**src/pkg/clock_modes_regs.svh**
```systemverilog
// register offsets, field positions, reset values and counts of the clock block
// assumes a 32-bit AHB-Lite slave decoding byte addresses haddr[7:0]
`ifndef CLOCK_MODES_REGS_SVH
`define CLOCK_MODES_REGS_SVH

// --------------------------------------------------------------------------
// offsets
// --------------------------------------------------------------------------
`define SYS_CTRL_OFS        8'h00
`define FAST_RC_CTRL_OFS    8'h04
`define EXT_FAST_CTRL_OFS   8'h08
`define SLOW_XTAL_CTRL_OFS  8'h0C
`define MODE_STAT_OFS       8'h10

// --------------------------------------------------------------------------
// fields
// --------------------------------------------------------------------------
`define SEL_MSB             7
`define SEL_LSB             5
`define FAST_SRC_BIT        3
`define SLOW_SRC_BIT        2
`define FAST_KEEP_BIT       1
`define SLOW_KEEP_BIT       0
`define RC_FREQ_MSB         3
`define RC_FREQ_LSB         2
`define RC_EN_BIT           0
`define EXT_FAST_EN_BIT     0
`define XT_SPEEDUP_BIT      2
`define XT_READY_BIT        1
`define XT_EN_BIT           0
`define SUB_SEL_CODE        3'h7
`define RC_FREQ_8M_ALT      2'h3
`define RC_FREQ_8M          2'h0

// --------------------------------------------------------------------------
// reset values
// --------------------------------------------------------------------------
`define SYS_CTRL_RST        8'h00
`define FAST_RC_CTRL_RST    8'h01
`define EXT_FAST_CTRL_RST   8'h00
`define SLOW_XTAL_CTRL_RST  8'h00

// --------------------------------------------------------------------------
// timing, start-up counted in slow crystal periods
// --------------------------------------------------------------------------
`define CLOCK_PERIOD_NS          50
`define SLOW_XTAL_START_SPEEDUP  16'h0400
`define SLOW_XTAL_START_LOWPWR   16'h4000

`endif

```
**src/pkg/clock_modes_pkg.sv**
```systemverilog
// types shared by the clock and power mode block
// assumes nothing beyond a SystemVerilog compiler
package clock_modes_pkg;

	// gray codes along fast -> slow -> idle chain
	typedef enum logic [2:0] {
		MODE_FAST      = 3'h0,
		MODE_SLOW      = 3'h1,
		IDLE_SLOW_ONLY = 3'h3,
		IDLE_BOTH_OSC  = 3'h2,
		IDLE_FAST_ONLY = 3'h6,
		MODE_SLEEP     = 3'h7
	} op_mode_type;

	typedef logic [2:0] sysclk_sel_type;

endpackage

```
**src/pkg/clock_div_if.sv**
```systemverilog
// carries fast clock ticks and the selection to the divider, divided tick back
// assumes both ends run on the same clock
interface clock_div_if;
	import clock_modes_pkg::*;
	logic           fastTick;
	sysclk_sel_type sel;
	logic           divTick;

	modport owner   (output fastTick, output sel, input divTick);
	modport divider (input fastTick, input sel, output divTick);
endinterface

```
**src/rtl/fast_clock_divider.sv**
```systemverilog
// power-of-two divider of the fast clock tick, one tick per 2^sel fast ticks
// assumes fastTick is a one-cycle pulse on clock; divTick comes from a flop
`include "clock_modes_regs.svh"

module fast_clock_divider (
	input wire logic        clock,
	input wire logic        rstn,
	clock_div_if.divider    port
);
	import clock_modes_pkg::*;

	logic [5:0] count;
	logic [5:0] mask;

	// --------------------------------------------------------------------------
	// divider chain
	// --------------------------------------------------------------------------
	always_comb begin
		mask = 6'((7'h01 << port.sel) - 7'h01);
	end

	always_ff @(posedge clock or negedge rstn) begin
		if (!rstn) begin
			count <= 6'h00;
		end else if (port.fastTick) begin
			count <= count + 6'h01;
		end
	end

	// code 7 is the sub clock, never a divided tick
	always_ff @(posedge clock or negedge rstn) begin
		if (!rstn) begin
			port.divTick <= 1'b0;
		end else begin
			port.divTick <= port.fastTick && (port.sel != `SUB_SEL_CODE)
				&& ((count & mask) == mask);
		end
	end

	divTick_cause_a: assert property (@(posedge clock) disable iff (!rstn)
		port.divTick |-> $past(port.fastTick) && $past(port.sel) != `SUB_SEL_CODE)
		else $error("divided tick without a fast tick");

	divTick_rate_a: assert property (@(posedge clock) disable iff (!rstn)
		port.fastTick && port.sel == 3'h1 && count[0] == 1'b0 |=> !port.divTick)
		else $error("half rate tick on even count");

endmodule

```
**src/rtl/system_clock_and_power_modes.sv**
```systemverilog
// clock source selection and operating mode control behind an AHB-Lite slave
// assumes oscillator waveforms arrive asynchronously and are much slower than clock;
// halt and wake pulses come from the core on clock
`include "clock_modes_regs.svh"

// How it works
// fast RC runs at 8, 12 or 16 MHz
// fast clock from fast crystal or fast RC
// sub clock from slow crystal or slow RC
// system clock selection changeable at any time
// divided choices are fast clock /2 to /64
// speed-up bit picks fast start or low power
// low-power slow crystal keeps running normally
// slow crystal mode locked while it drives system
// slow crystal usable only after start-up delay
// slow mode: fast oscillator follows its enable
// six modes, two running, four halted
// slow crystal pins free when crystal unused
// codes 0-6 divide by 1..64, 7 is sub
// halt, both keeps clear: sleep
// halt, slow keep only: slow-only idle
// halt, both keeps set: both oscillators idle
// halt, fast keep only: fast-only idle
// slow RC always on except sleep without watchdog
module system_clock_and_power_modes #(
	parameter int unsigned START_SPEEDUP = `SLOW_XTAL_START_SPEEDUP,
	parameter int unsigned START_LOWPWR  = `SLOW_XTAL_START_LOWPWR
) (
	input  wire logic                    clock,
	input  wire logic                    rstn,
	input  wire logic                    hsel,
	input  wire logic [31:0]             haddr,
	input  wire logic [1:0]              htrans,
	input  wire logic                    hwrite,
	input  wire logic [2:0]              hsize,
	input  wire logic [31:0]             hwdata,
	input  wire logic                    hready,
	output logic                         hreadyout,
	output logic                         hresp,
	output logic [31:0]                  hrdata,
	input  wire logic                    extFastCrystalClk,
	input  wire logic                    intFastRcClk,
	input  wire logic                    extSlowCrystalClk,
	input  wire logic                    intSlowRcClk,
	input  wire logic                    haltReq,
	input  wire logic                    wakeReq,
	input  wire logic                    watchdogEn,
	output logic                         sysClkTick,
	output logic                         coreRun,
	output clock_modes_pkg::op_mode_type opMode,
	output logic                         fastClkOn,
	output logic                         subClkOn,
	output logic                         extFastCrystalRun,
	output logic                         intFastRcRun,
	output logic [1:0]                   fastRcFreqCode,
	output logic                         extSlowCrystalRun,
	output logic                         slowXtalSpeedupOut,
	output logic                         slowXtalReady,
	output logic                         intSlowRcRun,
	output logic                         slowXtalPinsFree
);
	import clock_modes_pkg::*;

	// --------------------------------------------------------------------------
	// control fields
	// --------------------------------------------------------------------------
	sysclk_sel_type sysclkSel;
	logic           fastSrcSel;
	logic           slowSrcSel;
	logic           fastOscHaltKeep;
	logic           slowOscHaltKeep;
	logic [1:0]     fastRcFreqSel;
	logic           intFastRcEn;
	logic           extFastCrystalEn;
	logic           slowXtalSpeedup;
	logic           slowXtalEn;
	logic           slowLocked;

	// --------------------------------------------------------------------------
	// AHB-Lite slave, zero wait states
	// --------------------------------------------------------------------------
	logic       wrPend;
	logic [7:0] wrAddr;
	logic       addrPhase;
	logic [7:0] wdata;

	assign addrPhase = hsel && hready && htrans[1];
	assign wdata     = hwdata[7:0];
	assign slowLocked = (sysclkSel == `SUB_SEL_CODE) && slowSrcSel;

	always_ff @(posedge clock or negedge rstn) begin
		if (!rstn) begin
			hreadyout <= 1'b0;
			hresp     <= 1'b0;
		end else begin
			hreadyout <= 1'b1;
			hresp     <= 1'b0;
		end
	end

	always_ff @(posedge clock or negedge rstn) begin
		if (!rstn) begin
			wrPend <= 1'b0;
			wrAddr <= 8'h00;
		end else begin
			wrPend <= addrPhase && hwrite;
			wrAddr <= haddr[7:0];
		end
	end

	always_ff @(posedge clock or negedge rstn) begin
		if (!rstn) begin
			sysclkSel        <= 3'(`SYS_CTRL_RST >> `SEL_LSB);
			fastSrcSel       <= 1'(`SYS_CTRL_RST >> `FAST_SRC_BIT);
			slowSrcSel       <= 1'(`SYS_CTRL_RST >> `SLOW_SRC_BIT);
			fastOscHaltKeep  <= 1'(`SYS_CTRL_RST >> `FAST_KEEP_BIT);
			slowOscHaltKeep  <= 1'(`SYS_CTRL_RST >> `SLOW_KEEP_BIT);
			fastRcFreqSel    <= 2'(`FAST_RC_CTRL_RST >> `RC_FREQ_LSB);
			intFastRcEn      <= 1'(`FAST_RC_CTRL_RST >> `RC_EN_BIT);
			extFastCrystalEn <= 1'(`EXT_FAST_CTRL_RST >> `EXT_FAST_EN_BIT);
			slowXtalSpeedup  <= 1'(`SLOW_XTAL_CTRL_RST >> `XT_SPEEDUP_BIT);
			slowXtalEn       <= 1'(`SLOW_XTAL_CTRL_RST >> `XT_EN_BIT);
		end else if (wrPend) begin
			case (wrAddr)
				`SYS_CTRL_OFS: begin
					sysclkSel       <= wdata[`SEL_MSB:`SEL_LSB];
					fastSrcSel      <= wdata[`FAST_SRC_BIT];
					slowSrcSel      <= wdata[`SLOW_SRC_BIT];
					fastOscHaltKeep <= wdata[`FAST_KEEP_BIT];
					slowOscHaltKeep <= wdata[`SLOW_KEEP_BIT];
				end
				`FAST_RC_CTRL_OFS: begin
					fastRcFreqSel <= wdata[`RC_FREQ_MSB:`RC_FREQ_LSB];
					intFastRcEn   <= wdata[`RC_EN_BIT];
				end
				`EXT_FAST_CTRL_OFS: begin
					extFastCrystalEn <= wdata[`EXT_FAST_EN_BIT];
				end
				`SLOW_XTAL_CTRL_OFS: begin
					// mode held while the crystal drives the system
					if (!slowLocked) begin
						slowXtalSpeedup <= wdata[`XT_SPEEDUP_BIT];
					end
					slowXtalEn <= wdata[`XT_EN_BIT];
				end
				default: begin
				end
			endcase
		end
	end

	// read data captured in the address phase, unmapped reads zero
	always_ff @(posedge clock or negedge rstn) begin
		if (!rstn) begin
			hrdata <= 32'h0000_0000;
		end else if (addrPhase && !hwrite) begin
			case (haddr[7:0])
				`SYS_CTRL_OFS:       hrdata <= {24'h000000, sysclkSel, 1'b0, fastSrcSel,
					slowSrcSel, fastOscHaltKeep, slowOscHaltKeep};
				`FAST_RC_CTRL_OFS:   hrdata <= {28'h0000000, fastRcFreqSel, 1'b0, intFastRcEn};
				`EXT_FAST_CTRL_OFS:  hrdata <= {31'h00000000, extFastCrystalEn};
				`SLOW_XTAL_CTRL_OFS: hrdata <= {29'h00000000, slowXtalSpeedup,
					slowXtalReady, slowXtalEn};
				`MODE_STAT_OFS:      hrdata <= {26'h0000000, opMode, subClkOn,
					fastClkOn, coreRun};
				default:             hrdata <= 32'h0000_0000;
			endcase
		end
	end

	// --------------------------------------------------------------------------
	// oscillator edge capture
	// --------------------------------------------------------------------------
	logic [3:0] oscMeta;
	logic [3:0] oscSync;
	logic [3:0] oscLast;
	logic [3:0] oscRise;

	always_ff @(posedge clock or negedge rstn) begin
		if (!rstn) begin
			oscMeta <= 4'h0;
			oscSync <= 4'h0;
			oscLast <= 4'h0;
		end else begin
			oscMeta <= {intSlowRcClk, extSlowCrystalClk, intFastRcClk, extFastCrystalClk};
			oscSync <= oscMeta;
			oscLast <= oscSync;
		end
	end

	assign oscRise = oscSync & ~oscLast;

	// --------------------------------------------------------------------------
	// fast and sub clock ticks
	// --------------------------------------------------------------------------
	clock_div_if div ();
	logic fastTick;
	logic subTick;

	always_comb begin
		fastTick = fastClkOn && (fastSrcSel ? oscRise[0] : oscRise[1]);
		subTick  = subClkOn && (slowSrcSel ? (oscRise[2] && slowXtalReady)
			: oscRise[3]);
		div.fastTick = fastTick;
		div.sel      = sysclkSel;
	end

	fast_clock_divider divider (
		.clock (clock),
		.rstn  (rstn),
		.port  (div)
	);

	// --------------------------------------------------------------------------
	// operating mode
	// --------------------------------------------------------------------------
	op_mode_type modeNext;
	op_mode_type runMode;
	op_mode_type haltMode;

	always_comb begin
		runMode  = (sysclkSel == `SUB_SEL_CODE) ? MODE_SLOW : MODE_FAST;
		case ({fastOscHaltKeep, slowOscHaltKeep})
			2'b00:   haltMode = MODE_SLEEP;
			2'b01:   haltMode = IDLE_SLOW_ONLY;
			2'b11:   haltMode = IDLE_BOTH_OSC;
			default: haltMode = IDLE_FAST_ONLY;
		endcase
		case (opMode)
			MODE_FAST, MODE_SLOW: modeNext = haltReq ? haltMode : runMode;
			IDLE_SLOW_ONLY, IDLE_BOTH_OSC, IDLE_FAST_ONLY, MODE_SLEEP:
				modeNext = wakeReq ? runMode : opMode;
			default:              modeNext = MODE_FAST;
		endcase
	end

	always_ff @(posedge clock or negedge rstn) begin
		if (!rstn) begin
			opMode  <= MODE_FAST;
			coreRun <= 1'b1;
		end else begin
			opMode  <= modeNext;
			coreRun <= (modeNext == MODE_FAST) || (modeNext == MODE_SLOW);
		end
	end

	// --------------------------------------------------------------------------
	// oscillator enables, all decided from the next mode
	// --------------------------------------------------------------------------
	logic fastOnNext;
	logic subOnNext;
	logic sysOnNext;

	always_comb begin
		case (modeNext)
			MODE_FAST: begin
				fastOnNext = 1'b1;
				subOnNext  = 1'b1;
				sysOnNext  = 1'b1;
			end
			MODE_SLOW: begin
				// fast side may stay up for peripherals
				fastOnNext = fastSrcSel ? extFastCrystalEn : intFastRcEn;
				subOnNext  = 1'b1;
				sysOnNext  = 1'b1;
			end
			IDLE_SLOW_ONLY: begin
				fastOnNext = 1'b0;
				subOnNext  = 1'b1;
				sysOnNext  = (sysclkSel == `SUB_SEL_CODE);
			end
			IDLE_BOTH_OSC: begin
				fastOnNext = 1'b1;
				subOnNext  = 1'b1;
				sysOnNext  = 1'b1;
			end
			IDLE_FAST_ONLY: begin
				fastOnNext = 1'b1;
				subOnNext  = 1'b0;
				sysOnNext  = (sysclkSel != `SUB_SEL_CODE);
			end
			default: begin
				fastOnNext = 1'b0;
				subOnNext  = 1'b0;
				sysOnNext  = 1'b0;
			end
		endcase
	end

	logic sysOn;

	always_ff @(posedge clock or negedge rstn) begin
		if (!rstn) begin
			fastClkOn         <= 1'b1;
			subClkOn          <= 1'b1;
			sysOn             <= 1'b1;
			extFastCrystalRun <= 1'b0;
			intFastRcRun      <= 1'b1;
			extSlowCrystalRun <= 1'b0;
			intSlowRcRun      <= 1'b1;
		end else begin
			fastClkOn         <= fastOnNext;
			subClkOn          <= subOnNext;
			sysOn             <= sysOnNext;
			extFastCrystalRun <= fastOnNext && fastSrcSel;
			intFastRcRun      <= fastOnNext && !fastSrcSel;
			extSlowCrystalRun <= slowXtalEn && subOnNext;
			intSlowRcRun      <= (modeNext != MODE_SLEEP) || watchdogEn;
		end
	end

	always_ff @(posedge clock or negedge rstn) begin
		if (!rstn) begin
			sysClkTick <= 1'b0;
		end else begin
			sysClkTick <= sysOn && ((sysclkSel == `SUB_SEL_CODE) ? subTick
				: div.divTick);
		end
	end

	// --------------------------------------------------------------------------
	// analog controls and slow crystal start-up
	// --------------------------------------------------------------------------
	logic [15:0] startCount;
	logic [15:0] startTarget;

	// clearing speed-up after start keeps the crystal running
	assign startTarget = slowXtalSpeedup ? 16'(START_SPEEDUP) : 16'(START_LOWPWR);

	always_ff @(posedge clock or negedge rstn) begin
		if (!rstn) begin
			startCount    <= 16'h0000;
			slowXtalReady <= 1'b0;
		end else if (!extSlowCrystalRun) begin
			startCount    <= 16'h0000;
			slowXtalReady <= 1'b0;
		end else if (oscRise[2] && !slowXtalReady) begin
			startCount    <= startCount + 16'h0001;
			slowXtalReady <= (startCount + 16'h0001) >= startTarget;
		end
	end

	always_ff @(posedge clock or negedge rstn) begin
		if (!rstn) begin
			fastRcFreqCode     <= `RC_FREQ_8M;
			slowXtalSpeedupOut <= 1'b0;
			slowXtalPinsFree   <= 1'b1;
		end else begin
			fastRcFreqCode     <= (fastRcFreqSel == `RC_FREQ_8M_ALT) ? `RC_FREQ_8M
				: fastRcFreqSel;
			slowXtalSpeedupOut <= slowXtalSpeedup;
			slowXtalPinsFree   <= !slowXtalEn && !slowSrcSel;
		end
	end

	// --------------------------------------------------------------------------
	// checks
	// --------------------------------------------------------------------------
	rcFreq_map_a: assert property (@(posedge clock) disable iff (!rstn)
		1 |=> fastRcFreqCode == (($past(fastRcFreqSel) == 2'h3) ? 2'h0 : $past(fastRcFreqSel)))
		else $error("fast RC frequency code wrong");

	speedup_lock_a: assert property (@(posedge clock) disable iff (!rstn)
		slowLocked |=> $stable(slowXtalSpeedup))
		else $error("slow crystal mode changed while locked");

	sleep_entry_a: assert property (@(posedge clock) disable iff (!rstn)
		coreRun && haltReq && !fastOscHaltKeep && !slowOscHaltKeep
		|=> opMode == MODE_SLEEP && !coreRun && !subClkOn && !fastClkOn)
		else $error("sleep not entered");

	idle_slow_a: assert property (@(posedge clock) disable iff (!rstn)
		coreRun && haltReq && !fastOscHaltKeep && slowOscHaltKeep
		|=> opMode == IDLE_SLOW_ONLY && subClkOn && !fastClkOn)
		else $error("slow-only idle not entered");

	idle_both_a: assert property (@(posedge clock) disable iff (!rstn)
		coreRun && haltReq && fastOscHaltKeep && slowOscHaltKeep
		|=> opMode == IDLE_BOTH_OSC && subClkOn && fastClkOn && !coreRun)
		else $error("both-oscillator idle not entered");

	idle_fast_a: assert property (@(posedge clock) disable iff (!rstn)
		coreRun && haltReq && fastOscHaltKeep && !slowOscHaltKeep
		|=> opMode == IDLE_FAST_ONLY && !subClkOn && fastClkOn)
		else $error("fast-only idle not entered");

	slowRc_on_a: assert property (@(posedge clock) disable iff (!rstn)
		opMode != MODE_SLEEP || watchdogEn |-> intSlowRcRun)
		else $error("slow RC stopped outside sleep");

	slow_start_a: assert property (@(posedge clock) disable iff (!rstn)
		$rose(extSlowCrystalRun) |-> !slowXtalReady [*3])
		else $error("slow crystal ready without start-up");

	slow_fastoff_a: assert property (@(posedge clock) disable iff (!rstn)
		opMode == MODE_SLOW
		|-> fastClkOn == ($past(fastSrcSel) ? $past(extFastCrystalEn) : $past(intFastRcEn)))
		else $error("fast oscillator not following its enable in slow mode");

	pins_free_a: assert property (@(posedge clock) disable iff (!rstn)
		slowXtalEn |=> !slowXtalPinsFree)
		else $error("crystal pins freed while crystal enabled");

endmodule

```
**config.mk**
```make
export PLATFORM = sky130hd
export DESIGN_NAME = system_clock_and_power_modes
export DESIGN_NICKNAME = d
export VERILOG_FILES = /design/src/pkg/clock_modes_pkg.sv /design/src/pkg/clock_div_if.sv /design/src/rtl/fast_clock_divider.sv /design/src/rtl/system_clock_and_power_modes.sv
export VERILOG_INCLUDE_DIRS = /design/src /design/src/pkg
export SDC_FILE = /design/constraint.sdc
export NUM_CORES = 1
export LEC_CHECK = 0
export BUFFER_PORTS_ARGS = -buffer_cell sky130_fd_sc_hd__buf_2
export CELL_PAD_IN_SITES_DETAIL_PLACEMENT = 1
export CELL_PAD_IN_SITES_GLOBAL_PLACEMENT = 1
export CORE_ASPECT_RATIO = 1.25
export CORE_MARGIN = 2
export CORE_UTILIZATION = 35
export CTS_CLUSTER_DIAMETER = 100
export DETAILED_ROUTE_END_ITERATION = 7
export GPL_TIMING_DRIVEN = 1
export PLACE_DENSITY_LB_ADDON = 0.1
export SLEW_MARGIN = 10
export SYNTH_ARGS = -nofsm -noshare
export SYNTH_HDL_FRONTEND = slang
export SYNTH_SLANG_ARGS = --single-unit
```
**constraint.sdc**
```tcl
create_clock -name clock -period 2.4 [get_ports clock]
set_input_delay 0.48 -clock clock [delete_from_list [all_inputs] [get_ports clock]]
set_output_delay 0.48 -clock clock [all_outputs]
set_load 0.01 [all_outputs]
```
# Word-level counts from Yosys, hierarchy flattened
# Cells that the tools add are included.
# op_classes
n_addsub	3
mul	0
div	0
magnitude_cmp	1
n_eq_ne	24
shifts	1
n_mux	19
bitwise_logic	4
n_reduce_logical	38
# op_table
operator	count
8-bit case mux with 5 select lines	1
8-bit by 4-bit equality test with 1-bit output (second input constant)	4
16-bit two-way mux	2
16-bit by 1-bit adder with 16-bit output (second input constant)	1
8-bit by 3-bit equality test with 1-bit output (second input constant)	2
16-bit by 15-bit greater-or-equal comparator with 1-bit output	1
1-bit logical AND	16
8-bit logical NOT	2
15-bit two-way mux	1
3-bit by 2-bit equality test with 1-bit output (second input constant)	4
3-bit equality test (second input constant)	4
3-bit case mux with 3 select lines	1
8-bit by 5-bit equality test with 1-bit output (second input constant)	1
1-bit two-way mux	8
2-bit AND reduction	4
4-bit OR reduction	2
6-bit by 1-bit adder with 6-bit output (second input constant)	1
6-bit bitwise AND	1
3-bit by 1-bit equality test with 1-bit output (second input constant)	2
6-bit equality test	1
3-bit logical NOT	2
3-bit two-way mux	2
3-bit != test (second input constant)	2
3-bit case mux with 2 select lines	1
other kinds (17)	24
# word_totals
regBits	107
latchBits	0
ram_bits	0
mem_bits_ro	0
inputBits	81
output_inout_bits	50
elab_cells	124
n_memories	0

# Logic depth before layout (Yosys ltp)
# Gate-level depths: netlist (run 1).
# depth
depth_word	8
depth_mapped	11
mapped_depth_nobuf	10

# Hierarchy
# Synthesis (run 1) repeated with hierarchy kept, for this count alone.
# unflattened
cells_unflattened	344
area_unflattened_um2	3834.9
# modules_own_cells
module	instances	cells_each	area_each_um2	seq_area_each_um2
system_clock_and_power_modes	1	313	3484.6	1911.8
fast_clock_divider	1	31	350.3	175.2

# Worst setup path after synthesis (run 1)
# OpenSTA, ideal clock, no wires.
# synth_path
path_kind	reg2reg
start	register startCount[7]
end	register slowXtalReady
setup_ns	0.068
t_arrival_ns	2.303
slack_ns	0.029
path_stages_with_launch	11
path_buffers	1
synth_period_minus_slack_ns	2.371
path_cell_list	dfrtp_1 clkbuf_1 nand4_1 nor2_1 nand3_1 xnor2_1 ha_1 o211ai_1 or3_1 o32a_1 nand3_1
# synth_between
elab_chain_len	4
# synth_lines
item	line_no	source
start, declared	system_clock_and_power_modes.sv:324	logic [15:0] startCount;
start signal, assigned	system_clock_and_power_modes.sv:338	startCount <= startCount + 16'h0001;
16-bit by 1-bit adder with 16-bit output	system_clock_and_power_modes.sv:339	slowXtalReady <= (startCount + 16'h0001) >= startTarget;
16-bit by 15-bit greater-or-equal comparator with 1-bit output	system_clock_and_power_modes.sv:339	
1-bit two-way mux	system_clock_and_power_modes.sv:337	end else if (oscRise[2] && !slowXtalReady) begin
1-bit two-way mux	system_clock_and_power_modes.sv:334	end else if (!extSlowCrystalRun) begin
end signal, assigned	system_clock_and_power_modes.sv:339	
end, declared	system_clock_and_power_modes.sv:58	output logic slowXtalReady,
# No other way between the ends. The select of a mux whose other input is x is not followed.
# A chain may end at the register's enable or synchronous reset.

# Worst setup path after layout (run 1)
# layout_path
start	register startCount[0]
end	register slowXtalReady
# Same word-level chain as after synthesis.

==> reports/metrics.yaml, run 1 <==
status: "complete, no violations"
critPathMaxStageDelay_ns: 0.39
grt_pass1_vias: 3029
startpoint_type: "flip-flop"
ys_ff_latch: 83
hpwl_um: 6886
slew_viol_final: 0
max_freq_mhz: 440.8
rows: 43
clkLatencyLatePin_ns: 0.33
layout-drive-gt1-share_pct: 26.91
synth.avg_cell_area_um2: 10.88
crit_fanout: 6
drc_errors: 0
cpMostUsedCell: "nand3_1"
firstDrtPassIters: 4
worst_setup_path_end_kind: "flip-flop"
worstSetupPathType: "flip-flop to flip-flop"
finalClockSkew_ns: 0.006860
synth.cell_area_um2: 3960
grt-ovfl-total: 0
period_share_pct: 94.52
cts_root_buf: "clkbuf_16"
antenna_cells: 0
core_um2: 11080
initial_core_util_pct: 35.73
power_frac_comb_pct: 12.2
cp.arrival_ns: 2.53
hold_path.class: "input port to async pin"
critPathTopFamily: "simple AND/OR/NAND/NOR gates"
fin_total_pwr_mw: 3.411
routabilityCongestion: 0.7917
maxCapViolCount: 0
port_buffers: 52
synth_cell_types: 51
h-tree-depth: 3
die_y_um: 122.9
grt_max_degree: 47
hold_viol: 0
cp_num_buf_inv: 0
relSlewSlack_pct: 59.67
grt_pass1_wl_um: 15330
internal_power_mw: 2.531
ys_seq_area_share_pct: 52.70
p_sw_uw: 880.2
swShare_pct: 25.80
cts_buffers: 9
vdd_drop_max_mv: 0.3330
fillers: 1257
power_density_nw_per_um2: 718.4
fin_crit_ns: 2.268
cts_buffer_depth: 2
p_seq_share_pct: 48.8
cts_sinks: 83
die_area_um2: 12190
die_w_um: 99.14
area_growth_pct: 19.91
cts_tree: "built"
clkPwrFrac_pct: 39.1
synth_ff_type: "dfrtp_1"
crit_required_ns: 2.66
slowest_stage: "or3_1"
rsz0062_at_grt: "false"
p_leak_nw: 2.190
synthArstFlopShare_pct: 100.0
antenna_found_initial: 0
yosys_warnings: 0
io_pins: 131
viasPerCell: 4.972
synthCells: 364
synth-edff-count: 0
grt_use_total_pct: 16.19
setup_tns_ns: 0
postCtsHoldBufs: 0
clkTransAtPathRegs_ns: 0.06
cp_cell_sequence: "ha_2 > and2_1 > nand3_1 > xnor2_1 > ha_1 > o211ai_1 > or3_1 > o32a_1 > nand3_1"
routedWlPerCell_um: 15.83
vias: 2889
drt_wl_total_um: 9197
drt_iter0_markers: 52
finalSetupViolCount: 0
postRouteAntennaNets: 0
final_nets: 527
worst_pin_slew_ns: 0.6049
cell families (layout without fill, tap and decap cells):
kind of cell	count (synthesis)	in the layout	synth area share (%)
buffers and inverters	41	99	6.256
flip-flops	83	83	52.70
multiplexers	23	23	6.730
other	2	26	0.1896
XOR/XNOR	24	24	5.308
AO/OA/AOI/OAI	46	46	7.615
AND/OR/NAND/NOR	140	140	19.62
adder cells (fa/ha/maj)	5	5	1.580
worst reg2reg max path, cell delays in order, from the launching register on:
cell	delay, ns
dfrtp_1	0.35
ha_2	0.23
and2_1	0.17
nand3_1	0.10
xnor2_1	0.16
ha_1	0.28
o211ai_1	0.11
or3_1	0.39
o32a_1	0.33
nand3_1	0.08
sequential cells by signal, indices dropped and copies added, names as in the netlist, 2 cells and up:
name,count
fastRcFreqSel,2
startCount,16
oscSync,4
oscMeta,4
divider.count,6
oscLast,4
fastRcFreqCode,2
wrAddr,8
opMode,3
div.sel,3
hrdata,8
placed cells by master (no fill, tap or decap), types with 5 or more instances in the layout:
cell type,instances
dfrtp_1,75
buf_2,51
nand2_1,35
conb_1,26
buf_4,25
nor2_1,19
nand3_1,16
xnor2_1,16
o21ai_0,16
and2_1,15
mux2i_1,9
mux2_2,9
clkbuf_16,9
nand4_1,8
xor2_1,8
dfstp_2,8
nor2b_1,7
inv_1,6
nor3_1,6
a21oi_1,6
nand3b_1,6
mux2_4,5
nor4_1,5
cell usage after synthesis (6+ instances only):
cell type  count  area share (%)
a21oi_1        6            0.76
and2_1        15             2.4
buf_4         25             4.7
clkbuf_1      10            0.95
dfrtp_1       75              47
dfstp_2        8             5.3
inv_1          6            0.57
mux2_2         9             2.6
mux2i_1        9             2.3
nand2_1       35             3.3
nand3_1       16             2.0
nand3b_1       6             1.1
nand4_1        8             1.3
nor2_1        20             1.9
nor2b_1        7             1.1
nor3_1         6            0.76
o21ai_0       16             2.0
xnor2_1       16             3.5
xor2_1         8             1.8
layer usage:
metal / up-vias / part of all wire, % / track usage [%]
met5: - / 0 / 0
met4: 0 / 1.3 / 5.908
met3: 9 / 3.1 / 3.166
met2: 51 / 51 / 27.79
met1: 1446 / 44 / 20.33
li1: 1383 / - / -
stage by stage:
stage / cell area (um^2) / hold slack [ns] / instances / util, % / setup slack, ns
after global placement: 4449 / 0.3346 / 564 / 40.14 / 0.1321
after global routing: 4748 / 0.2043 / 581 / 42.84 / 0.02540
after detailed placement: 4449 / 0.3363 / 564 / 40.14 / 0.1193
after floorplan: 4050 / 0.1844 / 388 / - / 0.02889
after CTS: 4736 / 0.1784 / 580 / 42.73 / 0.09978
final: 4748 / 0.1511 / 581 / 42.84 / 0.1316
power groups by stage:
stage	sequential, mW	clock, mW	combinational (mW)
detailed placement	1.69	0	0.424
floorplan	1.68	0	0.245
global placement	1.69	0	0.412
global route	1.68	1.43	0.477
finish	1.66	1.33	0.415
CTS	1.67	1.38	0.425
layout make-up:
class                      instances  area, um^2  share of cell area, %
clock buffer                      11       232.7                  4.901
clock inverter                     5       53.80                  1.133
inverter                           6       22.52                 0.4743
multi-input combinational        264        1720                  36.23
sequential                        83        2087                  43.95
tap                              135       168.9                  3.557
timing repair buffer              77       462.9                  9.750
worst paths after layout:
| path | start | endpoint | slack, ns | cells after the start |
|---|---|---|---|---|
| min | rstn | wrPend$_DFF_PN0_ | 0.15 | 1 |
| min in group clock | intFastRcClk | oscMeta[1]$_DFF_PN0_ | 0.26 | 1 |
| max reg2reg | startCount[0]$_DFFE_PN0P_ | slowXtalReady$_DFFE_PN0P_ | 0.13 | 9 |
| max | startCount[0]$_DFFE_PN0P_ | slowXtalReady$_DFFE_PN0P_ | 0.13 | 9 |
| min reg2reg | oscMeta[1]$_DFF_PN0_ | oscSync[1]$_DFF_PN0_ | 0.35 | 0 |
| max in group asynchronous | rstn | startCount[9]$_DFFE_PN0P_ | 1.60 | 2 |
what timing repair did:
item | in CTS | in global routing
setup buffers | 0 | 1
resized for setup | 0 | 2
setup endpoints to repair | 0 | 1
Power figures use the tool's default switching activity.
==> run 2: changes to the inputs <==
--- a/config.mk
+++ b/config.mk
@@ -16,6 +16,7 @@
 export DETAILED_ROUTE_END_ITERATION = 7
 export GPL_TIMING_DRIVEN = 1
 export PLACE_DENSITY_LB_ADDON = 0.1
+export REMOVE_ABC_BUFFERS = 1
 export SLEW_MARGIN = 10
 export SYNTH_ARGS = -nofsm -noshare
 export SYNTH_HDL_FRONTEND = slang
==> run 2 against run 1 <==
  * Worst setup slack better by 0.058 ns
  * Count of clock-buffer cells in the layout up 1
  * Flip-flop and latch count unchanged
  * Register-to-register slack better by 0.06 ns
  * Final cell count up 0.52%
  * Highest routed layer unchanged
==> reports/metrics.yaml, run 2 (synthesis results as in run 1) <==
status: "complete, no violations"
drt_iter0_markers: 71  # +37%
drc_errors: 0  # unchanged
setup_tns_ns: 0  # unchanged
rrSetupSlack_ns: 0.19  # +0.06 ns
finalClockSkew_ns: 0.007333  # +0.0004733 ns
clkLatencyLatePin_ns: 0.33  # about the same
grt_pass1_wl_um: 15710  # +2.5%
cts_tree: "built"
swShare_pct: 25.56  # -0.24 points
critPathMaxStageDelay_ns: 0.38  # about the same
power_frac_comb_pct: 12.0  # -0.2 points
grt-ovfl-total: 0  # unchanged
p_sw_uw: 889.8  # +1.1%
vdd_drop_max_mv: 0.3270  # -1.8%
final_cell_mix: "75 x dfrtp_1, 51 x buf_2, 35 x nand2_1"
hold_viol: 0  # unchanged
grt_max_degree: 47  # unchanged
maxCapViolCount: 0  # unchanged
slew_viol_final: 0  # unchanged
period_share_pct: 92.10  # -2.4 points
p_leak_nw: 2.217  # +1.2%
firstDrtPassIters: 4  # unchanged
power_density_nw_per_um2: 727.2  # +1.2%
fin_cells: 584  # +0.52%
cp_num_buf_inv: 0  # unchanged
rows: 43  # unchanged
cts_sinks: 83  # unchanged
antenna_found_initial: 0  # unchanged
die_w_um: 99.14  # unchanged
grt_use_total_pct: 16.64  # +0.45 points
drt_wl_total_um: 9401  # +2.2%
r2r-end: "slowXtalReady$_DFFE_PN0P_"
cp_cell_sequence: "nand4_1 > nor2_2 > nand3_1 > xnor2_1 > ha_1 > o211ai_1 > or3_1 > o32a_1 > nand3_1"
clkTransAtPathRegs_ns: 0.06  # about the same
max_freq_mhz: 452.4  # +2.6%
io_pins: 131  # unchanged
largest_register_ffs: 16  # unchanged
die_area_um2: 12190  # unchanged
reg_top3: "startCount x16, hrdata x8, wrAddr x8"
reg2reg_depth: 9  # unchanged
dpl.cell_count: 568  # +0.71%
finalSetupViolCount: 0  # unchanged
fin_total_pwr_mw: 3.481  # +2.1%
die_y_um: 122.9  # unchanged
cpMostUsedCell: "nand3_1"
fin_crit_ns: 2.211  # -0.05793 ns
routedWlPerCell_um: 16.10  # +1.7%
path_depth: 9  # unchanged
final_nets: 530  # +0.57%
cts_buffers: 9  # unchanged
fin_ws_ns: 0.1895  # +0.05793 ns
hold_path.class: "input port to async pin"
hpwl_um: 7016  # +1.9%
worstSetupPathType: "flip-flop to flip-flop"
vias: 2870  # -0.66%
rsz0062_at_grt: "false"
clkPwrFrac_pct: 40.1  # +1.0 points
r2r-start: "startCount[8]$_DFFE_PN0P_"
critPathTopFamily: "simple AND/OR/NAND/NOR gates"
internal_power_mw: 2.592  # +2.4%
crit_fanout: 2  # -4
slowest_stage: "or3_1"
postRouteAntennaNets: 0  # unchanged
port_buffers: 52  # unchanged
cts_root_buf: "clkbuf_16"
dp_slack_ns: 0.06423  # -0.05508 ns
initial_core_util_pct: 35.73  # unchanged
crit_start: "startCount[8]$_DFFE_PN0P_"
layout-drive-gt1-share_pct: 27.39  # +0.49 points
viasPerCell: 4.914  # -1.2%
fillers: 1286  # +2.3%
worst_setup_path_end_kind: "flip-flop"
cts_buffer_depth: 2  # unchanged
grt_pass1_vias: 3062  # +1.1%
p_seq_share_pct: 47.8  # -1.0 points
layout_commonest_cell: "dfrtp_1"
startpoint_type: "flip-flop"
area_growth_pct: 20.88
antenna_cells: 0  # unchanged
relSlewSlack_pct: 57.32  # -2.4 points
worst_pin_slew_ns: 0.6402  # +0.03533 ns
routabilityCongestion: 0.8011  # +1.2%
h-tree-depth: 3  # unchanged
regMostFlops: "startCount"
cp.arrival_ns: 2.48  # -0.05 ns
core_um2: 11080  # unchanged
crit_required_ns: 2.67  # about the same
==> run 2: repair_timing <==
action | in CTS | in global routing
setup endpoints to repair | 0 | 1
buffers inserted | 0 | 0
hold buffers | 0 | 0
resized for setup | 0 | 1
endpoints found under the hold margin | 0 | 0
==> run 2: cell type report <==
type / count / area, um^2 / share of cell area [%]
clock buffers: 12 / 256.5 / 5.358
clock inverters: 4 / 48.80 / 1.019
inverters: 6 / 22.52 / 0.4705
multi-input cells: 264 / 1718 / 35.89
flip-flops and latches: 83 / 2087 / 43.60
well taps: 135 / 168.9 / 3.528
repair buffers: 80 / 485.5 / 10.14
==> run 2: worst max path at each step <==
stage | endpoint | slack, ns
finish | slowXtalReady$_DFFE_PN0P_ | 0.19
global route | slowXtalReady$_DFFE_PN0P_ | 0.02
CTS | slowXtalReady$_DFFE_PN0P_ | 0.15
detailed placement | hrdata[6]$_DFFE_PN0P_ | 0.06
global placement | hrdata[3]$_DFFE_PN0P_ | 0.14
floorplan | slowXtalReady$_DFFE_PN0P_ | 0.15
==> run 2: power by group through the flow <==
stage               clock, mW  sequential [mW]  combinational (mW)
global route             1.51             1.69               0.481
global placement            0             1.69               0.420
detailed placement          0             1.69               0.430
CTS                      1.45             1.67               0.431
finish                   1.40             1.67               0.419
floorplan                   0             1.69               0.206
==> run 2: routing by layer <==
metal | GRT usage (%) | share of wire [%] | vias up
met5 | 0 | 0 | -
met4 | 5.993 | 1.5 | 0
met3 | 2.883 | 2.7 | 9
met2 | 28.63 | 51 | 51
met1 | 21.12 | 45 | 1425
li1 | - | - | 1385
==> run 2: through the flow <==
step | area (um^2) | hold WS, ns | util (%)
finish | 4787 | 0.1781 | 43.19
global route | 4787 | 0.2362 | 43.19
CTS | 4785 | 0.1999 | 43.17
floorplan | 3825 | 0.1844 | -
detailed placement | 4479 | 0.3363 | 40.42
global placement | 4479 | 0.3354 | 40.42
